[src/pkg/atx_pkg.sv]
package atx_pkg;
	// Command words and reset values
	localparam logic [15:0] FA_RESET = 16'hC4F7;
	localparam logic [7:0] FA_CMD = 8'hC4;
	localparam logic [15:0] TC_RESET = 16'h9800;
	localparam logic [6:0] TC_CMD = 7'h4C;
	localparam logic [15:0] TB_RESET = 16'hB8AA;
	localparam logic [7:0] TB_CMD = 8'hB8;
	localparam logic [4:0] WORD_BITS = 5'h10;
	localparam logic [4:0] STREAM_LAST = 5'h17;
	localparam logic [4:0] CNT_MAX = 5'h1F;

	typedef struct packed {
		logic [1:0] adjust_mode;
		logic [1:0] offset_limit;
		logic sample_strobe;
		logic fine_accuracy;
		logic apply_offset_enable;
		logic offset_calc_enable;
	} atx_fa_t;

	typedef struct packed {
		logic deviation_polarity;
		logic [3:0] deviation_code;
		logic spare;
		logic [2:0] power_code;
	} atx_tc_t;

	localparam atx_fa_t FA_RESET_FIELDS = atx_fa_t'(FA_RESET[7:0]);
	localparam atx_tc_t TC_RESET_FIELDS = atx_tc_t'(TC_RESET[8:0]);
	localparam logic [7:0] TB_RESET_BYTE = TB_RESET[7:0];

	typedef enum logic [1:0] {
		ATX_MODE_OFF = 2'h0,
		ATX_MODE_ONCE = 2'h1,
		ATX_MODE_RX_ONLY = 2'h2,
		ATX_MODE_KEEP = 2'h3
	} atx_mode_t;

	typedef enum logic [1:0] {
		ATX_IDLE = 2'b01,
		ATX_BUSY = 2'b10
	} atx_state_t;

	// Offset limits in tuning steps
	localparam logic signed [7:0] LIM1_HI = 8'sh0F;
	localparam logic signed [7:0] LIM1_LO = 8'shF0;
	localparam logic signed [7:0] LIM2_HI = 8'sh07;
	localparam logic signed [7:0] LIM2_LO = 8'shF8;
	localparam logic signed [7:0] LIM3_HI = 8'sh03;
	localparam logic signed [7:0] LIM3_LO = 8'shFC;

	// Tuning step per band, in Hz
	localparam logic [1:0] BAND_433 = 2'h1;
	localparam logic [1:0] BAND_868 = 2'h2;
	localparam logic [1:0] BAND_916 = 2'h3;
	localparam logic [12:0] STEP_433_HZ = 13'h09C4;
	localparam logic [12:0] STEP_868_HZ = 13'h1388;
	localparam logic [12:0] STEP_916_HZ = 13'h1D4C;
	localparam logic [7:0] DEV_STEP_KHZ = 8'h0F;
	localparam logic [4:0] PWR_STEP_DB = 5'h03;

	// Timing
	localparam int CLK_NS = 20;
	localparam int MEAS_NS = 2000;
	localparam int MEAS_CYC = (MEAS_NS + CLK_NS - 1) / CLK_NS;
	localparam int TX_BIT_NS = 4000;
	localparam int TX_BIT_CYC = TX_BIT_NS / CLK_NS;
endpackage : atx_pkg

[src/hdl/atx_fifo.sv]
`timescale 1ns/1ps
module atx_fifo #(
	parameter int WIDTH = 8,
	parameter int DEPTH = 4
) (
	// Clock and reset
	input wire logic clk,
	input wire logic rst_n,
	// Fill side
	input wire logic in_valid,
	output logic in_ready,
	input wire logic [WIDTH-1:0] in_data,
	// Drain side
	output logic out_valid,
	input wire logic out_ready,
	output logic [WIDTH-1:0] out_data
);
	localparam int AW = (DEPTH > 1) ? $clog2(DEPTH) : 1;
	localparam logic [AW:0] FULL = (AW+1)'(DEPTH);
	localparam logic [AW-1:0] LAST = AW'(DEPTH - 1);

	logic [WIDTH-1:0] mem [DEPTH];
	logic [AW-1:0] wr_reg;
	logic [AW-1:0] rd_reg;
	logic [AW:0] cnt_reg;
	wire push = in_valid && in_ready;
	wire pop = out_valid && out_ready;

	assign in_ready = cnt_reg != FULL;
	assign out_valid = cnt_reg != '0;
	assign out_data = mem[rd_reg];

	always_ff @(posedge clk) begin
		if (push)
			mem[wr_reg] <= in_data;
	end

	always_ff @(posedge clk or negedge rst_n) begin
		if (!rst_n) begin
			wr_reg <= '0;
			rd_reg <= '0;
			cnt_reg <= '0;
		end else begin
			if (push)
				wr_reg <= (wr_reg == LAST) ? '0 : wr_reg + 1'b1;
			if (pop)
				rd_reg <= (rd_reg == LAST) ? '0 : rd_reg + 1'b1;
			cnt_reg <= cnt_reg + (AW+1)'(push) - (AW+1)'(pop);
		end
	end
endmodule : atx_fifo

[src/hdl/atx_regs_top.sv]
`timescale 1ns/1ps
//
// Notes on behaviour
// - Adjust word resets C4F7h, command byte C4h
// - Bits 7..6 pick adjust mode
// - Mode 10 clears offset while valid-data low
// - Mode 11 keeps offset regardless of valid-data
// - Valid-data rising triggers one automatic sample in modes 10 and 11
// - Bits 5..4 clamp offset to limit
// - Tuning step 2.5, 5, 7.5 kHz per band
// - Strobe bit 3 starts one manual sample
// - Fine bit doubles measurement time
// - Bit 1 applies offset to synthesizer
// - Bit 0 enables offset calculation
// - Transmit config resets 9800h, command bits 15..9
// - Polarity bit 8 inverts bit-to-frequency mapping
// - Deviation is 15 kHz times code plus one
// - Power code attenuates 3 dB per step
// - Transmit byte resets AAh, word B8AAh
// - Byte register used only when enabled
// - Transmitter enable sends held byte at once
// - Serial data out high when byte loadable
// - Leading zero means status read, no write
// - Streamed bytes after transmit command load directly
module atx_regs_top #(
	parameter int FIFO_DEPTH = 4,
	parameter int MEAS_CYC = atx_pkg::MEAS_CYC,
	parameter int TX_BIT_CYC = atx_pkg::TX_BIT_CYC
) (
	// Clock and reset
	input wire logic CLK,
	input wire logic RSTN,
	// Serial command port
	input wire logic SCK,
	input wire logic SDI,
	input wire logic CS_N,
	output logic SDO,
	// Receiver side
	input wire logic VALID_DATA_INDICATION,
	input wire logic [7:0] MEAS_OFFSET,
	input wire logic [1:0] BAND,
	output logic [7:0] FREQ_OFFSET,
	output logic MEAS_BUSY,
	output logic [12:0] STEP_HZ,
	// Transmitter side
	input wire logic TX_ENABLE,
	input wire logic TX_DATA_REG_ENABLE,
	input wire logic DATA_PIN,
	output logic [7:0] DEV_KHZ,
	output logic [4:0] ATTEN_DB,
	output logic TX_MOD,
	output logic TX_ACTIVE
);
	localparam int MW = $clog2(2 * MEAS_CYC + 1);
	localparam int DW = $clog2(TX_BIT_CYC + 1);

	function automatic logic signed [7:0] clamp_offset(input logic signed [7:0] v, input logic [1:0] lim);
		logic signed [7:0] hi;
		logic signed [7:0] lo;
		hi = (lim == 2'h1) ? atx_pkg::LIM1_HI : (lim == 2'h2) ? atx_pkg::LIM2_HI : atx_pkg::LIM3_HI;
		lo = (lim == 2'h1) ? atx_pkg::LIM1_LO : (lim == 2'h2) ? atx_pkg::LIM2_LO : atx_pkg::LIM3_LO;
		if (lim == 2'h0)
			return v;
		else if (v > hi)
			return hi;
		else if (v < lo)
			return lo;
		else
			return v;
	endfunction : clamp_offset

	// Serial front end
	logic sck_rise;
	logic sdi_bit;
	logic cs_low;
	logic cs_rise;
	logic cs_fall;

	atx_spi_sync u_sync (
		.clk(CLK),
		.rst_n(RSTN),
		.sck(SCK),
		.sdi(SDI),
		.cs_n(CS_N),
		.sck_rise(sck_rise),
		.sdi_bit(sdi_bit),
		.cs_low(cs_low),
		.cs_rise(cs_rise),
		.cs_fall(cs_fall)
	);

	logic [15:0] shift_reg;
	logic [4:0] bit_cnt_reg;
	logic stream_reg;
	atx_pkg::atx_fa_t fa_reg;
	atx_pkg::atx_tc_t tc_reg;

	wire word_edge = sck_rise && cs_low;
	wire [15:0] shift_next = {shift_reg[14:0], sdi_bit};
	wire [4:0] cnt_next = (stream_reg && bit_cnt_reg == atx_pkg::STREAM_LAST) ? atx_pkg::WORD_BITS :
		(bit_cnt_reg == atx_pkg::CNT_MAX) ? atx_pkg::CNT_MAX : bit_cnt_reg + 5'h01;
	// Streamed bytes reuse the wrapped count, so the new byte is always the low half
	wire byte_push = word_edge && cnt_next == atx_pkg::WORD_BITS &&
		(stream_reg || shift_next[15:8] == atx_pkg::TB_CMD);
	wire commit = cs_rise && bit_cnt_reg == atx_pkg::WORD_BITS && !stream_reg && shift_reg[15];
	wire fa_wr = commit && shift_reg[15:8] == atx_pkg::FA_CMD;
	wire tc_wr = commit && shift_reg[15:9] == atx_pkg::TC_CMD;

	always_ff @(posedge CLK or negedge RSTN) begin
		if (!RSTN) begin
			shift_reg <= 16'h0000;
			bit_cnt_reg <= 5'h00;
			stream_reg <= 1'b0;
		end else if (cs_fall) begin
			bit_cnt_reg <= 5'h00;
			stream_reg <= 1'b0;
		end else if (word_edge) begin
			shift_reg <= shift_next;
			bit_cnt_reg <= cnt_next;
			if (byte_push)
				stream_reg <= 1'b1;
		end
	end

	always_ff @(posedge CLK or negedge RSTN) begin
		if (!RSTN) begin
			fa_reg <= atx_pkg::FA_RESET_FIELDS;
			tc_reg <= atx_pkg::TC_RESET_FIELDS;
		end else begin
			// Words with a leading zero are status reads and never commit
			if (fa_wr)
				fa_reg <= shift_reg[7:0];
			if (tc_wr)
				tc_reg <= shift_reg[8:0];
		end
	end

	// Valid-data and data pin synchronisers
	logic [1:0] vdi_s_reg;
	logic vdi_prev_reg;
	logic [1:0] pin_s_reg;

	always_ff @(posedge CLK or negedge RSTN) begin
		if (!RSTN) begin
			vdi_s_reg <= 2'h0;
			vdi_prev_reg <= 1'b0;
			pin_s_reg <= 2'h0;
		end else begin
			vdi_s_reg <= {vdi_s_reg[0], VALID_DATA_INDICATION};
			vdi_prev_reg <= vdi_s_reg[1];
			pin_s_reg <= {pin_s_reg[0], DATA_PIN};
		end
	end

	wire valid_data_indication = vdi_s_reg[1];
	wire vdi_rise = valid_data_indication && !vdi_prev_reg;

	// Frequency adjust unit
	atx_pkg::atx_state_t meas_state_reg;
	logic [MW-1:0] meas_cnt_reg;
	logic [MW-1:0] meas_len_reg;
	logic strobe_prev_reg;
	logic once_done_reg;
	logic signed [7:0] offset_reg;

	wire atx_pkg::atx_mode_t mode = atx_pkg::atx_mode_t'(fa_reg.adjust_mode);
	wire strobe_rise = fa_reg.sample_strobe && !strobe_prev_reg;
	wire auto_trig = ((mode == atx_pkg::ATX_MODE_RX_ONLY || mode == atx_pkg::ATX_MODE_KEEP) && vdi_rise) ||
		(mode == atx_pkg::ATX_MODE_ONCE && !once_done_reg);
	wire meas_start = meas_state_reg == atx_pkg::ATX_IDLE && (strobe_rise || auto_trig);
	wire [MW-1:0] meas_len = fa_reg.fine_accuracy ? MW'(2 * MEAS_CYC) : MW'(MEAS_CYC);
	wire meas_done = meas_state_reg == atx_pkg::ATX_BUSY && meas_cnt_reg == meas_len_reg - 1'b1;
	wire clear_now = mode == atx_pkg::ATX_MODE_RX_ONLY && !valid_data_indication;
	wire meas_store = meas_done && fa_reg.offset_calc_enable;
	wire signed [7:0] clamped = clamp_offset(MEAS_OFFSET, fa_reg.offset_limit);

	always_ff @(posedge CLK or negedge RSTN) begin
		if (!RSTN) begin
			strobe_prev_reg <= 1'b0;
			once_done_reg <= 1'b0;
		end else begin
			strobe_prev_reg <= fa_reg.sample_strobe;
			if (meas_start && mode == atx_pkg::ATX_MODE_ONCE)
				once_done_reg <= 1'b1;
		end
	end

	always_ff @(posedge CLK or negedge RSTN) begin
		if (!RSTN) begin
			meas_state_reg <= atx_pkg::ATX_IDLE;
			meas_cnt_reg <= '0;
			meas_len_reg <= '0;
		end else begin
			case (meas_state_reg)
				atx_pkg::ATX_IDLE: begin
					meas_cnt_reg <= '0;
					meas_len_reg <= meas_len;
					if (meas_start)
						meas_state_reg <= atx_pkg::ATX_BUSY;
				end
				atx_pkg::ATX_BUSY: begin
					meas_cnt_reg <= meas_cnt_reg + 1'b1;
					if (meas_done)
						meas_state_reg <= atx_pkg::ATX_IDLE;
				end
				default: meas_state_reg <= atx_pkg::ATX_IDLE;
			endcase
		end
	end

	// Clearing wins in mode 10 since poor reception makes the sample worthless
	always_ff @(posedge CLK or negedge RSTN) begin
		if (!RSTN)
			offset_reg <= 8'sh00;
		else if (clear_now)
			offset_reg <= 8'sh00;
		else if (meas_store)
			offset_reg <= clamped;
	end

	assign MEAS_BUSY = meas_state_reg == atx_pkg::ATX_BUSY;

	// Transmit path
	logic fifo_in_ready;
	logic fifo_out_valid;
	logic [7:0] fifo_out_data;
	logic [7:0] hold_reg;
	logic hold_valid_reg;
	atx_pkg::atx_state_t tx_state_reg;
	logic [7:0] tx_sh_reg;
	logic [2:0] tx_bits_reg;
	logic [DW-1:0] div_reg;

	atx_fifo #(
		.WIDTH(8),
		.DEPTH(FIFO_DEPTH)
	) u_fifo (
		.clk(CLK),
		.rst_n(RSTN),
		.in_valid(byte_push),
		.in_ready(fifo_in_ready),
		.in_data(shift_next[7:0]),
		.out_valid(fifo_out_valid),
		.out_ready(!hold_valid_reg),
		.out_data(fifo_out_data)
	);

	// Ready to take a byte whenever the buffer has room
	assign SDO = fifo_in_ready;

	wire bit_tick = div_reg == DW'(TX_BIT_CYC - 1);
	wire last_bit = bit_tick && tx_bits_reg == 3'h7;
	wire can_start = TX_ENABLE && TX_DATA_REG_ENABLE && hold_valid_reg;
	wire tx_idle = tx_state_reg == atx_pkg::ATX_IDLE;
	wire load = can_start && (tx_idle || last_bit);
	wire pop = fifo_out_valid && !hold_valid_reg;

	always_ff @(posedge CLK or negedge RSTN) begin
		if (!RSTN) begin
			hold_reg <= atx_pkg::TB_RESET_BYTE;
			hold_valid_reg <= 1'b1;
		end else if (pop) begin
			hold_reg <= fifo_out_data;
			hold_valid_reg <= 1'b1;
		end else if (load) begin
			hold_valid_reg <= 1'b0;
		end
	end

	always_ff @(posedge CLK or negedge RSTN) begin
		if (!RSTN) begin
			tx_state_reg <= atx_pkg::ATX_IDLE;
			tx_sh_reg <= 8'h00;
			tx_bits_reg <= 3'h0;
			div_reg <= '0;
		end else begin
			case (tx_state_reg)
				atx_pkg::ATX_IDLE: begin
					div_reg <= '0;
					if (load)
						tx_state_reg <= atx_pkg::ATX_BUSY;
				end
				atx_pkg::ATX_BUSY: begin
					div_reg <= (bit_tick || load) ? '0 : div_reg + 1'b1;
					if (!TX_ENABLE || (last_bit && !load))
						tx_state_reg <= atx_pkg::ATX_IDLE;
				end
				default: tx_state_reg <= atx_pkg::ATX_IDLE;
			endcase
			if (load) begin
				tx_sh_reg <= hold_reg;
				tx_bits_reg <= 3'h0;
			end else if (bit_tick) begin
				tx_sh_reg <= {tx_sh_reg[6:0], 1'b0};
				tx_bits_reg <= tx_bits_reg + 3'h1;
			end
		end
	end

	assign TX_ACTIVE = !tx_idle;

	// Without the byte register the pin modulates directly
	wire tx_src = TX_DATA_REG_ENABLE ? (tx_sh_reg[7] && !tx_idle) : pin_s_reg[1];
	wire [7:0] dev_next = (8'({4'h0, tc_reg.deviation_code}) + 8'h01) * atx_pkg::DEV_STEP_KHZ;
	wire [4:0] atten_next = 5'({2'h0, tc_reg.power_code}) * atx_pkg::PWR_STEP_DB;
	wire [12:0] step_next = (BAND == atx_pkg::BAND_433) ? atx_pkg::STEP_433_HZ :
		(BAND == atx_pkg::BAND_868) ? atx_pkg::STEP_868_HZ :
		(BAND == atx_pkg::BAND_916) ? atx_pkg::STEP_916_HZ : 13'h0000;

	always_ff @(posedge CLK or negedge RSTN) begin
		if (!RSTN) begin
			TX_MOD <= 1'b0;
			DEV_KHZ <= 8'h00;
			ATTEN_DB <= 5'h00;
			STEP_HZ <= 13'h0000;
			FREQ_OFFSET <= 8'h00;
		end else begin
			TX_MOD <= tx_src ^ tc_reg.deviation_polarity;
			DEV_KHZ <= dev_next;
			ATTEN_DB <= atten_next;
			STEP_HZ <= step_next;
			FREQ_OFFSET <= fa_reg.apply_offset_enable ? offset_reg : 8'h00;
		end
	end

	// Checks
	localparam int A_NORM = MEAS_CYC;
	localparam int A_FINE = 2 * MEAS_CYC;
endmodule : atx_regs_top

[src/hdl/atx_spi_sync.sv]
`timescale 1ns/1ps
module atx_spi_sync (
	// Clock and reset
	input wire logic clk,
	input wire logic rst_n,
	// Serial pins
	input wire logic sck,
	input wire logic sdi,
	input wire logic cs_n,
	// Sampled events
	output logic sck_rise,
	output logic sdi_bit,
	output logic cs_low,
	output logic cs_rise,
	output logic cs_fall
);
	// Order: sck, sdi, cs_n; all three share the same latency
	logic [2:0] s1_reg;
	logic [2:0] s2_reg;
	logic sck_prev_reg;
	logic cs_prev_reg;

	assign sck_rise = s2_reg[2] && !sck_prev_reg;
	assign sdi_bit = s2_reg[1];
	assign cs_low = !s2_reg[0];
	assign cs_rise = s2_reg[0] && !cs_prev_reg;
	assign cs_fall = !s2_reg[0] && cs_prev_reg;

	always_ff @(posedge clk or negedge rst_n) begin
		if (!rst_n) begin
			s1_reg <= 3'h1;
			s2_reg <= 3'h1;
			sck_prev_reg <= 1'b0;
			cs_prev_reg <= 1'b1;
		end else begin
			s1_reg <= {sck, sdi, cs_n};
			s2_reg <= s1_reg;
			sck_prev_reg <= s2_reg[2];
			cs_prev_reg <= s2_reg[0];
		end
	end
endmodule : atx_spi_sync

[config.mk]
export PLATFORM = sky130hd
export DESIGN_NAME = atx_regs_top
export DESIGN_NICKNAME = d
export VERILOG_FILES = /design/src/pkg/atx_pkg.sv /design/src/hdl/atx_fifo.sv /design/src/hdl/atx_regs_top.sv /design/src/hdl/atx_spi_sync.sv
export SDC_FILE = /design/constraint.sdc
export NUM_CORES = 1
export LEC_CHECK = 0
export BUFFER_PORTS_ARGS = -buffer_cell sky130_fd_sc_hd__clkbuf_2
export CAP_MARGIN = 15
export CORE_ASPECT_RATIO = 1.25
export CORE_MARGIN = 5
export CORE_UTILIZATION = 35
export CTS_CLUSTER_DIAMETER = 40
export DETAILED_ROUTE_END_ITERATION = 8
export GPL_ROUTABILITY_DRIVEN = 0
export PLACE_DENSITY = 0.48
export SYNTH_ARGS = -nofsm -noshare
export SYNTH_HDL_FRONTEND = slang
export SYNTH_SLANG_ARGS = --single-unit
[constraint.sdc]
create_clock -name CLK -period 4.5 [get_ports CLK]
set_input_delay 0 -clock CLK [delete_from_list [all_inputs] [get_ports CLK]]
set_output_delay 0 -clock CLK [all_outputs]
set_load 0.005 [all_outputs]
==> flow_summary.html, run 1 <==
<table>
<tr><th>Metric</th><th>Value</th></tr>
<tr><th colspan="2">Clock tree</th></tr>
<tr><td>TritonCTS clock tree</td><td>yes</td></tr>
<tr><td>Hold buffers post-CTS</td><td>17</td></tr>
<tr><td>Post-CTS repair timing setup buffer count</td><td>0</td></tr>
<tr><td>Clock latency of the later-clocked register in the worst-skew pair</td><td>0.43 ns</td></tr>
<tr><td>Register clock-pin slew on the reported worst setup and hold paths</td><td>around 0.07 ns</td></tr>
<tr><td>TritonCTS Buffers</td><td>17</td></tr>
<tr><td>H-tree depth reported by CTS</td><td>4</td></tr>
<tr><td>Clock sinks</td><td>171</td></tr>
<tr><td>Buffer levels on the longest clock path</td><td>2</td></tr>
<tr><td>Number of instances resized during post-cts repair</td><td>0</td></tr>
<tr><td>Clock tree root buffer cell</td><td>sky130_fd_sc_hd__clkbuf_16</td></tr>
<tr><th colspan="2">Synthesis</th></tr>
<tr><td>Synthesis warning total</td><td>0</td></tr>
<tr><td>Number of synthesized flops with an enable pin</td><td>32</td></tr>
<tr><td>Share of synthesized registers carrying an async set or reset</td><td>0.813</td></tr>
<tr><td>Yosys reg bits</td><td>171</td></tr>
<tr><td>Leading register cell type out of synthesis</td><td>sky130_fd_sc_hd__dfrtp_1</td></tr>
<tr><td>Fraction of synthesized cell area taken by the top area cell type</td><td>0.389</td></tr>
<tr><td>Largest area contributor in the netlist</td><td>sky130_fd_sc_hd__dfrtp_1</td></tr>
<tr><td>Most area-consuming cells after synthesis</td><td>sky130_fd_sc_hd__dfrtp_1 (39%), sky130_fd_sc_hd__edfxtp_1 (12%), sky130_fd_sc_hd__ha_1 (7.0%)</td></tr>
<tr><td>Share of synthesized area occupied by flip-flops and latches</td><td>0.568</td></tr>
<tr><td>Mapped Cells</td><td>approximately 620</td></tr>
<tr><td>Distinct cells, synth</td><td>60</td></tr>
<tr><td>Netlist area before placement</td><td>7850 um2</td></tr>
<tr><td>Mean post-synth cell area</td><td>12.6 um2</td></tr>
<tr><th colspan="2">Floorplan</th></tr>
<tr><td>Top-Level Pins</td><td>57</td></tr>
<tr><td>Core Region</td><td>around 22000 um2</td></tr>
<tr><td>Vertical die dimension</td><td>177 um</td></tr>
<tr><td>Effective utilization at floorplan</td><td>0.353</td></tr>
<tr><td>Area enclosed by the die boundary</td><td>between 20000 and 30000 um2</td></tr>
<tr><td>X dimension of the die</td><td>approximately 140 um</td></tr>
<tr><td>Placement row count</td><td>61</td></tr>
<tr><th colspan="2">Timing</th></tr>
<tr><td>Max-slew violation count</td><td>0</td></tr>
<tr><td>Fmax</td><td>318 MHz</td></tr>
<tr><td>Number of hold violations in the final report</td><td>0</td></tr>
<tr><td>Final setup violation count</td><td>0</td></tr>
<tr><td>Final Cycle Share</td><td>0.700</td></tr>
<tr><td>Worst Max-Slew Pin Slew</td><td>0.924 ns</td></tr>
<tr><td>Remaining max-slew budget at the tightest pin</td><td>0.384</td></tr>
<tr><td>Setup tns final</td><td>0 ns</td></tr>
<tr><td>Post-Route Skew</td><td>0.0134 ns</td></tr>
<tr><td>Setup repair after global routing missed its margin</td><td>no</td></tr>
<tr><td>Final worst path period need</td><td>3.15 ns</td></tr>
<tr><th colspan="2">Detailed routing</th></tr>
<tr><td>Routed wire length</td><td>14.6 mm</td></tr>
<tr><td>First DRT Iteration DRCs</td><td>roughly 150</td></tr>
<tr><td>Post-detailed-route count of antenna-violating nets</td><td>0</td></tr>
<tr><td>First-pass DRT Iterations</td><td>4</td></tr>
<tr><td>Highest layer used for signal routing</td><td>met4</td></tr>
<tr><td>Met3 WL post-DR</td><td>478 um</td></tr>
<tr><td>Routed via count</td><td>4744</td></tr>
<tr><td>Met1 Routed Length</td><td>6.48 mm</td></tr>
<tr><td>Vias per cell</td><td>4.78</td></tr>
<tr><td>Amount of wire on met2 after detailed routing</td><td>7.34 mm</td></tr>
<tr><td>Post-detailed-route DRC marker count</td><td>0</td></tr>
<tr><td>Final routed wire length divided by cell count</td><td>14.7 um</td></tr>
<tr><th colspan="2">Cells and area</th></tr>
<tr><td>Flip-flop count of the largest register, all copies and words added</td><td>32</td></tr>
<tr><td>Area Growth Syn to Fin</td><td>16.6%</td></tr>
<tr><td>Number of antenna diodes</td><td>0</td></tr>
<tr><td>Total Nets Final</td><td>768</td></tr>
<tr><td>FF+latch area</td><td>4460 um2</td></tr>
<tr><td>Multi-input combinational cell area</td><td>3080 um2</td></tr>
<tr><td>Filler cell count in the final layout</td><td>2102</td></tr>
<tr><td>Final cell count without fillers</td><td>993</td></tr>
<tr><td>Proportion of layout cells with a drive suffix above 1</td><td>0.238</td></tr>
<tr><td>Top library cells by usage in the layout, fill and taps aside</td><td>sky130_fd_sc_hd__dfrtp_1 (122), sky130_fd_sc_hd__inv_1 (53), sky130_fd_sc_hd__clkbuf_2 (51)</td></tr>
<tr><td>Most common cell after layout, fill and taps aside</td><td>sky130_fd_sc_hd__dfrtp_1</td></tr>
<tr><th colspan="2">Critical path</th></tr>
<tr><td>Setup crit start kind</td><td>register</td></tr>
<tr><td>Worst Setup End Kind</td><td>register</td></tr>
<tr><td>Type of the worst setup path</td><td>reg -&gt; reg</td></tr>
<tr><td>Startpoint of the most critical register-to-register path</td><td>tc_reg[4]</td></tr>
<tr><td>Largest fanout on the critical path</td><td>6</td></tr>
<tr><td>Data required time at the worst endpoint</td><td>around 4.8 ns</td></tr>
<tr><td>Signal arrival time at the worst endpoint</td><td>3.49 ns</td></tr>
<tr><td>Startpoint of the worst setup timing path</td><td>tc_reg[4]</td></tr>
<tr><th colspan="2">Power and ir drop</th></tr>
<tr><td>Internal Pwr Total</td><td>0.00261 W</td></tr>
<tr><td>Worst ir drop on vdd</td><td>0.249 mV</td></tr>
<tr><td>Switching fraction of total power</td><td>0.244</td></tr>
<tr><td>Sequential Power Share</td><td>0.513</td></tr>
<tr><td>Net load switching power</td><td>0.000843 W</td></tr>
<tr><td>Fraction of power consumed by combinational cells</td><td>0.062</td></tr>
<tr><td>Share of total power in the clock network</td><td>0.424</td></tr>
<tr><td>Pwr per Cell Area</td><td>377 nW/um2</td></tr>
<tr><td>Leakage power total</td><td>roughly 4.2 nW</td></tr>
<tr><th colspan="2">GRT</th></tr>
<tr><td>Global route overflow</td><td>0</td></tr>
<tr><td>Pin count of the biggest net entering global routing</td><td>96</td></tr>
<tr><td>Wire length of the first global-routing pass</td><td>around 25 mm</td></tr>
<tr><td>Number of antenna violations at the first check in global routing</td><td>0</td></tr>
<tr><td>Overall routing resource usage</td><td>0.124</td></tr>
<tr><td>Vias in the first global route</td><td>about 5100</td></tr>
<tr><th colspan="2">Status</th></tr>
<tr><td>Outcome</td><td>complete, no violations</td></tr>
<tr><th colspan="2">Hold path</th></tr>
<tr><td>Hold Path Origin</td><td>MEAS_OFFSET[2]</td></tr>
<tr><td>Worst hold path type</td><td>in -&gt; reg</td></tr>
<tr><th colspan="2">Place</th></tr>
<tr><td>Number of buffer cells added on primary ports</td><td>52</td></tr>
<tr><td>Half-perimeter wire length after detailed placement</td><td>roughly 10 mm</td></tr>
<tr><td>Inst Count DP</td><td>944</td></tr>
<tr><th colspan="2">Run</th></tr>
<tr><td>Number of maximum-capacitance constraint violations</td><td>0</td></tr>
</table>
## layout make-up
class | count | area share
well taps | 283 | 0.0387
multi-input cells | 381 | 0.336
clock buffers | 20 | 0.0547
flip-flops and latches | 171 | 0.487
repair buffers | 73 | 0.0510
inverters | 53 | 0.0217
clock inverters | 12 | 0.0107
## cell usage after synthesis, drive strengths merged, types with 13 or more instances
cell type  number
buf            18
inv            53
nand2          36
ha             44
edfxtp         32
nand3          14
o21ai          36
mux2           44
xnor2          13
nor2           36
a21oi          19
dfstp          17
dfrtp         122
## kinds of logic (layout without fill, tap and decap cells)
group | count (synthesis) | after routing | synth area share
AO/OA/AOI/OAI | 87 | 87 | 0.0676
XOR/XNOR | 24 | 24 | 0.0295
adder cells (fa/ha/maj) | 52 | 52 | 0.0906
buffers and inverters | 75 | 158 | 0.0411
flip-flops | 171 | 171 | 0.568
multiplexers | 63 | 63 | 0.100
other | 1 | 4 | 0.000478
AND/OR/NAND/NOR | 151 | 151 | 0.102
## critical path, stage by stage, from the launching register on
cell                       delay, ns
sky130_fd_sc_hd__dfrtp_1        0.44
sky130_fd_sc_hd__inv_1          0.08
sky130_fd_sc_hd__ha_1           0.32
sky130_fd_sc_hd__xor2_1         0.19
sky130_fd_sc_hd__ha_1           0.32
sky130_fd_sc_hd__inv_1          0.06
sky130_fd_sc_hd__fa_1           0.57
sky130_fd_sc_hd__inv_1          0.05
sky130_fd_sc_hd__ha_1           0.27
sky130_fd_sc_hd__a21o_1         0.15
sky130_fd_sc_hd__a21oi_1        0.23
sky130_fd_sc_hd__o21bai_1       0.09
sky130_fd_sc_hd__a21oi_1        0.17
sky130_fd_sc_hd__xnor2_1        0.13
## metrics by stage
stage	hold WS (ns)	util	instance area [um2]	setup slack [ns]	power (W)
2_1_floorplan	-0.296	-	7860	1.56	0.00191
4_1_cts	0.00755	0.412	9150	1.34	0.00351
5_1_grt	0.0468	0.412	9150	1.07	0.00363
3_5_place_dp	0.0941	0.378	8390	1.35	0.00202
3_3_place_gp	0.0912	0.377	8380	1.43	0.00201
6_report	0.0233	0.412	9150	1.35	0.00345
## power groups by stage
| stage | Clock (W) | Sequential (W) | Combinational (W) |
|---|---|---|---|
| detailed placement | 0 | 0.00181 | 0.000211 |
| global route | 0.00158 | 0.00179 | 0.000257 |
| global placement | 0 | 0.00180 | 0.000204 |
| floorplan | 0 | 0.00177 | 0.000138 |
| CTS | 0.00151 | 0.00178 | 0.000223 |
| finish | 0.00146 | 0.00177 | 0.000215 |
## metal layers
| layer | vias to the layer above | global-route usage |
|---|---|---|
| li1 | 2293 | - |
| met1 | 2364 | 0.156 |
| met2 | 69 | 0.208 |
| met3 | 18 | 0.0291 |
| met4 | 0 | 0.0479 |
| met5 | - | 0 |
## worst paths after layout
kind                            slack, ns                to  depth (start not counted)
worst max-delay path                 1.35        DEV_KHZ[7]                         13
worst min-delay path                 0.02     offset_reg[2]                          5
worst max register to register       1.35        DEV_KHZ[7]                         13
worst min register to register       0.36  u_sync.s2_reg[2]                          0
max in group asynchronous            3.17       hold_reg[6]                          3
min in group asynchronous            0.21        DEV_KHZ[4]                          2
(Power assumes the default switching activity.)
==> run 2, diff against run 1 <==
PLACE_DENSITY = 0.5   (was 0.48)
clock period = 2.8 ns   (was 4.5 ns; I/O delays follow)
==> flow_summary.html, run 2 (same netlist as run 1, synthesis figures left out) <==
<table>
<tr><th>Metric</th><th>Value</th></tr>
<tr><th colspan="2">Cells and area</th></tr>
<tr><td>Proportion of layout cells with a drive suffix above 1</td><td>0.285</td></tr>
<tr><td>Total Nets Final</td><td>788</td></tr>
<tr><td>Area Growth Syn to Fin</td><td>20.0%</td></tr>
<tr><td>Flip-flop count of the largest register, all copies and words added</td><td>32</td></tr>
<tr><td>Number of antenna diodes</td><td>0</td></tr>
<tr><td>Most common cell after layout, fill and taps aside</td><td>sky130_fd_sc_hd__dfrtp_1</td></tr>
<tr><td>Filler cell count in the final layout</td><td>about 2000</td></tr>
<tr><td>Top library cells by usage in the layout, fill and taps aside</td><td>sky130_fd_sc_hd__dfrtp_1 (120), sky130_fd_sc_hd__clkbuf_2 (51), sky130_fd_sc_hd__inv_1 (49)</td></tr>
<tr><td>Core occupancy in the finished layout</td><td>0.424</td></tr>
<tr><td>Post-route standard cell area excluding fillers</td><td>9420 um2</td></tr>
<tr><th colspan="2">Floorplan</th></tr>
<tr><td>Placement row count</td><td>slightly above 60</td></tr>
<tr><td>Vertical die dimension</td><td>177 um</td></tr>
<tr><td>Area enclosed by the die boundary</td><td>25500 um2</td></tr>
<tr><td>Top-Level Pins</td><td>between 50 and 60</td></tr>
<tr><td>Effective utilization at floorplan</td><td>0.353</td></tr>
<tr><td>Core Region</td><td>22200 um2</td></tr>
<tr><td>X dimension of the die</td><td>144 um</td></tr>
<tr><th colspan="2">Clock tree</th></tr>
<tr><td>Clock sinks</td><td>171</td></tr>
<tr><td>Clock latency of the later-clocked register in the worst-skew pair</td><td>about 0.42 ns</td></tr>
<tr><td>TritonCTS Buffers</td><td>17</td></tr>
<tr><td>TritonCTS clock tree</td><td>yes</td></tr>
<tr><td>Buffer levels on the longest clock path</td><td>2</td></tr>
<tr><td>Register clock-pin slew on the reported worst setup and hold paths</td><td>0.06 ns</td></tr>
<tr><td>H-tree depth reported by CTS</td><td>4</td></tr>
<tr><td>Clock tree root buffer cell</td><td>sky130_fd_sc_hd__clkbuf_16</td></tr>
<tr><th colspan="2">Detailed routing</th></tr>
<tr><td>Routed wire length</td><td>about 14 mm</td></tr>
<tr><td>Post-detailed-route DRC marker count</td><td>0</td></tr>
<tr><td>First-pass DRT Iterations</td><td>6</td></tr>
<tr><td>First DRT Iteration DRCs</td><td>173</td></tr>
<tr><td>Vias per cell</td><td>around 4.8</td></tr>
<tr><td>Post-detailed-route count of antenna-violating nets</td><td>0</td></tr>
<tr><td>Final routed wire length divided by cell count</td><td>around 14 um</td></tr>
<tr><td>Routed via count</td><td>around 4800</td></tr>
<tr><th colspan="2">Power and ir drop</th></tr>
<tr><td>Net load switching power</td><td>0.00128 W</td></tr>
<tr><td>Leakage power total</td><td>~4.3 nW</td></tr>
<tr><td>Internal Pwr Total</td><td>0.00424 W</td></tr>
<tr><td>Overall power consumption</td><td>0.00553 W</td></tr>
<tr><td>Share of total power in the clock network</td><td>0.419</td></tr>
<tr><td>Switching fraction of total power</td><td>0.232</td></tr>
<tr><td>Worst ir drop on vdd</td><td>0.458 mV</td></tr>
<tr><td>Sequential Power Share</td><td>0.516</td></tr>
<tr><td>Pwr per Cell Area</td><td>587 nW/um2</td></tr>
<tr><td>Fraction of power consumed by combinational cells</td><td>0.065</td></tr>
<tr><th colspan="2">Run</th></tr>
<tr><td>Number of maximum-capacitance constraint violations</td><td>0</td></tr>
<tr><th colspan="2">Timing</th></tr>
<tr><td>Number of hold violations in the final report</td><td>0</td></tr>
<tr><td>Remaining max-slew budget at the tightest pin</td><td>0.534</td></tr>
<tr><td>Post-Route Skew</td><td>0.00783 ns</td></tr>
<tr><td>Setup slack of the critical path after layout</td><td>-0.0390 ns</td></tr>
<tr><td>Final worst path period need</td><td>2.84 ns</td></tr>
<tr><td>Max-slew violation count</td><td>0</td></tr>
<tr><td>Setup repair after global routing missed its margin</td><td>yes</td></tr>
<tr><td>Final Cycle Share</td><td>1.01</td></tr>
<tr><td>Fmax</td><td>352 MHz</td></tr>
<tr><td>Setup tns final</td><td>-0.0390 ns</td></tr>
<tr><td>Final setup violation count</td><td>1</td></tr>
<tr><td>Worst Max-Slew Pin Slew</td><td>0.699 ns</td></tr>
<tr><th colspan="2">Critical path</th></tr>
<tr><td>Type of the worst setup path</td><td>reg -&gt; reg</td></tr>
<tr><td>FF-to-FF End</td><td>DEV_KHZ[7]</td></tr>
<tr><td>Worst-path cell with the longest stage delay</td><td>sky130_fd_sc_hd__fa_1</td></tr>
<tr><td>Largest fanout on the critical path</td><td>4</td></tr>
<tr><td>Startpoint of the worst setup timing path</td><td>tc_reg[4]</td></tr>
<tr><td>Flop2flop setup slack</td><td>-0.04 ns</td></tr>
<tr><td>Delay of the slowest cell on the worst path</td><td>roughly 0.51 ns</td></tr>
<tr><td>Worst-path cell chain</td><td>inv_2 -&gt; ha_4 -&gt; xor2_2 -&gt; ha_1 -&gt; inv_2 -&gt; fa_1 -&gt; inv_1 -&gt; ha_1 -&gt; a21o_1 -&gt; a21oi_2 -&gt; o21bai_1 -&gt; a21oi_1 -&gt; xnor2_1</td></tr>
<tr><td>Register-to-Register Path Depth</td><td>13</td></tr>
<tr><td>Data required time at the worst endpoint</td><td>3.14 ns</td></tr>
<tr><td>Setup crit start kind</td><td>register</td></tr>
<tr><td>Worst Setup EP</td><td>DEV_KHZ[7]</td></tr>
<tr><td>Worst Setup End Kind</td><td>register</td></tr>
<tr><td>Startpoint of the most critical register-to-register path</td><td>tc_reg[4]</td></tr>
<tr><td>Signal arrival time at the worst endpoint</td><td>3.18 ns</td></tr>
<tr><th colspan="2">Status</th></tr>
<tr><td>Outcome</td><td>complete, but fails checks</td></tr>
<tr><td>Violated checks</td><td>negative setup slack</td></tr>
<tr><th colspan="2">Hold path</th></tr>
<tr><td>Worst hold path type</td><td>in -&gt; reg</td></tr>
<tr><td>Number of instances on the worst hold path</td><td>5</td></tr>
<tr><th colspan="2">GRT</th></tr>
<tr><td>Global route overflow</td><td>0</td></tr>
<tr><td>Overall routing resource usage</td><td>0.122</td></tr>
<tr><td>Vias in the first global route</td><td>around 5100</td></tr>
<tr><td>Number of antenna violations at the first check in global routing</td><td>0</td></tr>
<tr><td>Wire length of the first global-routing pass</td><td>24.9 mm</td></tr>
<tr><td>Pin count of the biggest net entering global routing</td><td>72</td></tr>
<tr><th colspan="2">Place</th></tr>
<tr><td>Number of buffer cells added on primary ports</td><td>52</td></tr>
<tr><td>Half-perimeter wire length after detailed placement</td><td>9.91 mm</td></tr>
<tr><td>Worst slack after detailed placement</td><td>-0.120 ns</td></tr>
<tr><td>Area after DPL</td><td>8560 um2</td></tr>
</table>
run 2: changes by cell type in the layout (fill, tap and decap cells not counted), moves of 3 or more:
cell and change:
sky130_fd_sc_hd__buf_4 +18, sky130_fd_sc_hd__ha_1 -4, sky130_fd_sc_hd__inv_1 -4, sky130_fd_sc_hd__inv_2 +4
sky130_fd_sc_hd__clkbuf_16 -3, sky130_fd_sc_hd__ha_4 +3, sky130_fd_sc_hd__inv_6 -3
run 2: layout make-up:
cell class / count / area (um2) / area share
clock buffer: 21 / 460 / 0.0489
clock inverter: 11 / 118 / 0.0125
inverter: 53 / 199 / 0.0211
multi-input combinational: 381 / 3180 / 0.338
sequential: 171 / 4460 / 0.474
tap: 283 / 354 / 0.0376
timing repair buffer: 93 / 642 / 0.0682
run 2: power by group through the flow:
stage	registers (W)	clock network [W]	logic, W
final	0.00285	0.00232	0.000357
after global routing	0.00288	0.00249	0.000421
after CTS	0.00286	0.00239	0.000363
after detailed placement	0.00290	0	0.000346
after global placement	0.00290	0	0.000331
after floorplan	0.00285	0	0.000222
run 2: worst min-delay path by stage:
stage,slack [ns],startpoint,endpoint
floorplan,-0.30,RSTN,ATTEN_DB[0]
global placement,0.07,RSTN,DEV_KHZ[4]
detailed placement,0.07,RSTN,DEV_KHZ[4]
CTS,0.004,MEAS_OFFSET[2],offset_reg[2]
global route,0.06,MEAS_OFFSET[2],offset_reg[2]
finish,0.04,MEAS_OFFSET[2],offset_reg[2]
run 2: per-stage QoR:
| step | hold WS, ns | instances |
|---|---|---|
| 2_1_floorplan | -0.296 | 627 |
| 3_3_place_gp | 0.0665 | 959 |
| 3_5_place_dp | 0.0736 | 959 |
| 4_1_cts | 0.00413 | 1008 |
| 5_1_grt | 0.0558 | 1013 |
| 6_report | 0.0357 | 1013 |
run 2: worst max-delay path: cells and delay by family, from the launching register on:
family,cells,cell delay (ns)
adders and majority gates,4,1.29
AOI/OAI and AO/OA,4,0.54
DFF,1,0.44
xor gates and xnor gates,2,0.30
buffers and inverters,3,0.18
run 2: layer usage:
layer,share of wire,GRT usage
met1,0.43,0.146
met2,0.52,0.212
met3,0.036,0.0345
met4,0.013,0.0341
met5,0,0
run 2: repair_timing:
item / 4_1_cts / 5_1_grt
setup buffers: 0 / 6
pin swaps: 0 / 6
hold endpoints to repair: 82 / 0
hold buffers: 17 / 0
resized for setup: 3 / 16
endpoints found under the setup margin: 3 / 8
==> run 3, diff against run 2 <==
CORE_MARGIN = unset   (was 5)
PLACE_DENSITY = unset   (was 0.5)
PLACE_DENSITY_LB_ADDON = 0.08   (was unset)
==> flow_summary.html, run 3 (same netlist as run 1, synthesis figures left out) <==
<table>
<tr><th>Metric</th><th>Value</th></tr>
<tr><th colspan="2">Detailed routing</th></tr>
<tr><td>Routed via count</td><td>about 4800</td></tr>
<tr><td>Routed wire length</td><td>around 15 mm</td></tr>
<tr><td>Vias per cell</td><td>4.77</td></tr>
<tr><td>First-pass DRT Iterations</td><td>4</td></tr>
<tr><td>Post-detailed-route DRC marker count</td><td>0</td></tr>
<tr><td>First DRT Iteration DRCs</td><td>180</td></tr>
<tr><td>Final routed wire length divided by cell count</td><td>~14 um</td></tr>
<tr><td>Post-detailed-route count of antenna-violating nets</td><td>0</td></tr>
<tr><th colspan="2">Floorplan</th></tr>
<tr><td>Top-Level Pins</td><td>57</td></tr>
<tr><td>Placement row count</td><td>60</td></tr>
<tr><td>Area enclosed by the die boundary</td><td>23000 um2</td></tr>
<tr><td>Core Region</td><td>21800 um2</td></tr>
<tr><td>X dimension of the die</td><td>136 um</td></tr>
<tr><td>Effective utilization at floorplan</td><td>0.360</td></tr>
<tr><td>Vertical die dimension</td><td>between 150 and 200 um</td></tr>
<tr><th colspan="2">Timing</th></tr>
<tr><td>Remaining max-slew budget at the tightest pin</td><td>0.411</td></tr>
<tr><td>Fmax</td><td>359 MHz</td></tr>
<tr><td>Post-Route Skew</td><td>roughly 0.011 ns</td></tr>
<tr><td>Setup repair after global routing missed its margin</td><td>yes</td></tr>
<tr><td>Max-slew violation count</td><td>0</td></tr>
<tr><td>Worst Max-Slew Pin Slew</td><td>0.880 ns</td></tr>
<tr><td>Final worst path period need</td><td>2.78 ns</td></tr>
<tr><td>Number of hold violations in the final report</td><td>0</td></tr>
<tr><td>Final Cycle Share</td><td>0.994</td></tr>
<tr><td>Final setup violation count</td><td>0</td></tr>
<tr><th colspan="2">Power and ir drop</th></tr>
<tr><td>Leakage power total</td><td>4.35 nW</td></tr>
<tr><td>Fraction of power consumed by combinational cells</td><td>0.064</td></tr>
<tr><td>Worst ir drop on vdd</td><td>0.394 mV</td></tr>
<tr><td>Pwr per Cell Area</td><td>595 nW/um2</td></tr>
<tr><td>Sequential Power Share</td><td>0.508</td></tr>
<tr><td>Net load switching power</td><td>~0.0014 W</td></tr>
<tr><td>Overall power consumption</td><td>0.00562 W</td></tr>
<tr><td>Internal Pwr Total</td><td>~0.0043 W</td></tr>
<tr><td>Switching fraction of total power</td><td>0.241</td></tr>
<tr><td>Share of total power in the clock network</td><td>0.429</td></tr>
<tr><th colspan="2">Critical path</th></tr>
<tr><td>Setup crit start kind</td><td>register</td></tr>
<tr><td>Type of the worst setup path</td><td>reg -&gt; reg</td></tr>
<tr><td>Buf+Inv Stages, Crit Path</td><td>3</td></tr>
<tr><td>Startpoint of the worst setup timing path</td><td>tc_reg[4]</td></tr>
<tr><td>Delay of the slowest cell on the worst path</td><td>0.51 ns</td></tr>
<tr><td>Worst-path cell with the longest stage delay</td><td>sky130_fd_sc_hd__fa_1</td></tr>
<tr><td>Data required time at the worst endpoint</td><td>~3.1 ns</td></tr>
<tr><td>Startpoint of the most critical register-to-register path</td><td>tc_reg[4]</td></tr>
<tr><td>Largest fanout on the critical path</td><td>4</td></tr>
<tr><td>Worst Setup End Kind</td><td>register</td></tr>
<tr><td>Category of cells accounting for the largest share of critical-path delay</td><td>adder cells</td></tr>
<tr><td>Signal arrival time at the worst endpoint</td><td>3.13 ns</td></tr>
<tr><td>Worst-path cell chain</td><td>inv_2 -&gt; ha_4 -&gt; xor2_2 -&gt; ha_1 -&gt; inv_2 -&gt; fa_1 -&gt; inv_1 -&gt; ha_1 -&gt; a21o_1 -&gt; a21oi_2 -&gt; o21bai_1 -&gt; a21oi_2 -&gt; xnor2_1</td></tr>
<tr><th colspan="2">Clock tree</th></tr>
<tr><td>H-tree depth reported by CTS</td><td>4</td></tr>
<tr><td>TritonCTS Buffers</td><td>17</td></tr>
<tr><td>Register clock-pin slew on the reported worst setup and hold paths</td><td>~0.07 ns</td></tr>
<tr><td>Clock latency of the later-clocked register in the worst-skew pair</td><td>between 0.4 and 0.5 ns</td></tr>
<tr><td>Clock tree root buffer cell</td><td>sky130_fd_sc_hd__clkbuf_16</td></tr>
<tr><td>Clock sinks</td><td>171</td></tr>
<tr><td>TritonCTS clock tree</td><td>yes</td></tr>
<tr><td>Buffer levels on the longest clock path</td><td>2</td></tr>
<tr><th colspan="2">Hold path</th></tr>
<tr><td>Hold Path Origin</td><td>MEAS_OFFSET[7]</td></tr>
<tr><td>Worst hold path type</td><td>in -&gt; reg</td></tr>
<tr><th colspan="2">GRT</th></tr>
<tr><td>Vias in the first global route</td><td>5238</td></tr>
<tr><td>Wire length of the first global-routing pass</td><td>25.3 mm</td></tr>
<tr><td>Number of antenna violations at the first check in global routing</td><td>0</td></tr>
<tr><td>Pin count of the biggest net entering global routing</td><td>between 60 and 70</td></tr>
<tr><td>Global route overflow</td><td>0</td></tr>
<tr><td>Overall routing resource usage</td><td>0.142</td></tr>
<tr><th colspan="2">Place</th></tr>
<tr><td>Number of buffer cells added on primary ports</td><td>52</td></tr>
<tr><td>Half-perimeter wire length after detailed placement</td><td>10.3 mm</td></tr>
<tr><th colspan="2">Cells and area</th></tr>
<tr><td>Number of antenna diodes</td><td>0</td></tr>
<tr><td>Area Growth Syn to Fin</td><td>20.3%</td></tr>
<tr><td>Flip-flop count of the largest register, all copies and words added</td><td>32</td></tr>
<tr><td>Filler cell count in the final layout</td><td>2037</td></tr>
<tr><td>Multi-input combinational cell area</td><td>3160 um2</td></tr>
<tr><td>FF+latch area</td><td>4460 um2</td></tr>
<tr><td>Most common cell after layout, fill and taps aside</td><td>sky130_fd_sc_hd__dfrtp_1</td></tr>
<tr><td>Proportion of layout cells with a drive suffix above 1</td><td>0.285</td></tr>
<tr><td>Top library cells by usage in the layout, fill and taps aside</td><td>sky130_fd_sc_hd__dfrtp_1 (120), sky130_fd_sc_hd__clkbuf_2 (51), sky130_fd_sc_hd__inv_1 (50)</td></tr>
<tr><td>Core occupancy in the finished layout</td><td>0.434</td></tr>
<tr><td>Total Nets Final</td><td>792</td></tr>
<tr><th colspan="2">Run</th></tr>
<tr><td>Number of maximum-capacitance constraint violations</td><td>0</td></tr>
<tr><th colspan="2">Status</th></tr>
<tr><td>Outcome</td><td>complete, no violations</td></tr>
</table>
==> run 3: changes by cell type in the layout (fill, tap and decap cells not counted), moves of 2 or more <==
cell | before | now
sky130_fd_sc_hd__clkbuf_8 | 2 | 0
sky130_fd_sc_hd__clkbuf_1 | 2 | 0
sky130_fd_sc_hd__buf_4 | 22 | 26
sky130_fd_sc_hd__inv_6 | 1 | 4
sky130_fd_sc_hd__clkinv_4 | 1 | 3
sky130_fd_sc_hd__inv_4 | 2 | 0
sky130_fd_sc_hd__clkinv_2 | 4 | 1
==> run 3: cell type report <==
type / count / share of cell area
Sequential cell: 171 / 0.473
Multi-Input combinational cell: 381 / 0.335
Timing Repair Buffer: 97 / 0.0701
Clock buffer: 18 / 0.0477
Tap cell: 279 / 0.0370
Inverter: 53 / 0.0211
Clock inverter: 14 / 0.0166
==> run 3: repair_timing <==
action | CTS | global route
hold buffers | 18 | 0
setup buffers | 2 | 1
pin swaps | 0 | 3
hold endpoints to repair | 85 | 0
endpoints found under the setup margin | 2 | 7
resized for setup | 2 | 12
==> run 3: path summary, 6_finish.rpt <==
path	end	slack, ns	cells after the start
max	DEV_KHZ[7]	0.02	13
min	offset_reg[7]	0.06	4
min reg2reg	vdi_s_reg[1]	0.35	0
min in group asynchronous	DEV_KHZ[5]	0.15	2
max in group asynchronous	fa_reg[5]	1.79	3
max reg2reg	DEV_KHZ[7]	0.02	13
==> run 3: stage by stage <==
stage | std cells | hold WS (ns) | area, um2 | worst slack [ns] | setup TNS (ns)
2_1_floorplan | 627 | -0.296 | 7900 | 0.0191 | 0
3_3_place_gp | 960 | 0.0342 | 8580 | 0.0210 | 0
6_report | 1013 | 0.0596 | 9440 | 0.0177 | 0
4_1_cts | 1012 | 0.0385 | 9390 | -0.0301 | -0.0301
5_1_grt | 1013 | 0.116 | 9440 | -0.143 | -0.244
3_5_place_dp | 960 | 0.0533 | 8580 | -0.0676 | -0.0840
==> run 3: metal layers <==
metal / wire length, um / global-route usage
met1: 6220 / 0.162
met2: 7690 / 0.252
met3: 564 / 0.0397
met4: 190 / 0.0464
met5: 0 / 0
==> run 3: tightest hold or removal path: cells and delay by family <==
family                 cells  cell delay (ns)
AOI/OAI and AO/OA          3             0.33
buffers and inverters      1             0.12
==> run 3: power groups by stage <==
stage	clock network (W)	registers [W]	logic, W
floorplan	0	0.00285	0.000222
global placement	0	0.00290	0.000331
detailed placement	0	0.00291	0.000346
global route	0.00260	0.00288	0.000420
CTS	0.00250	0.00286	0.000367
finish	0.00241	0.00285	0.000357
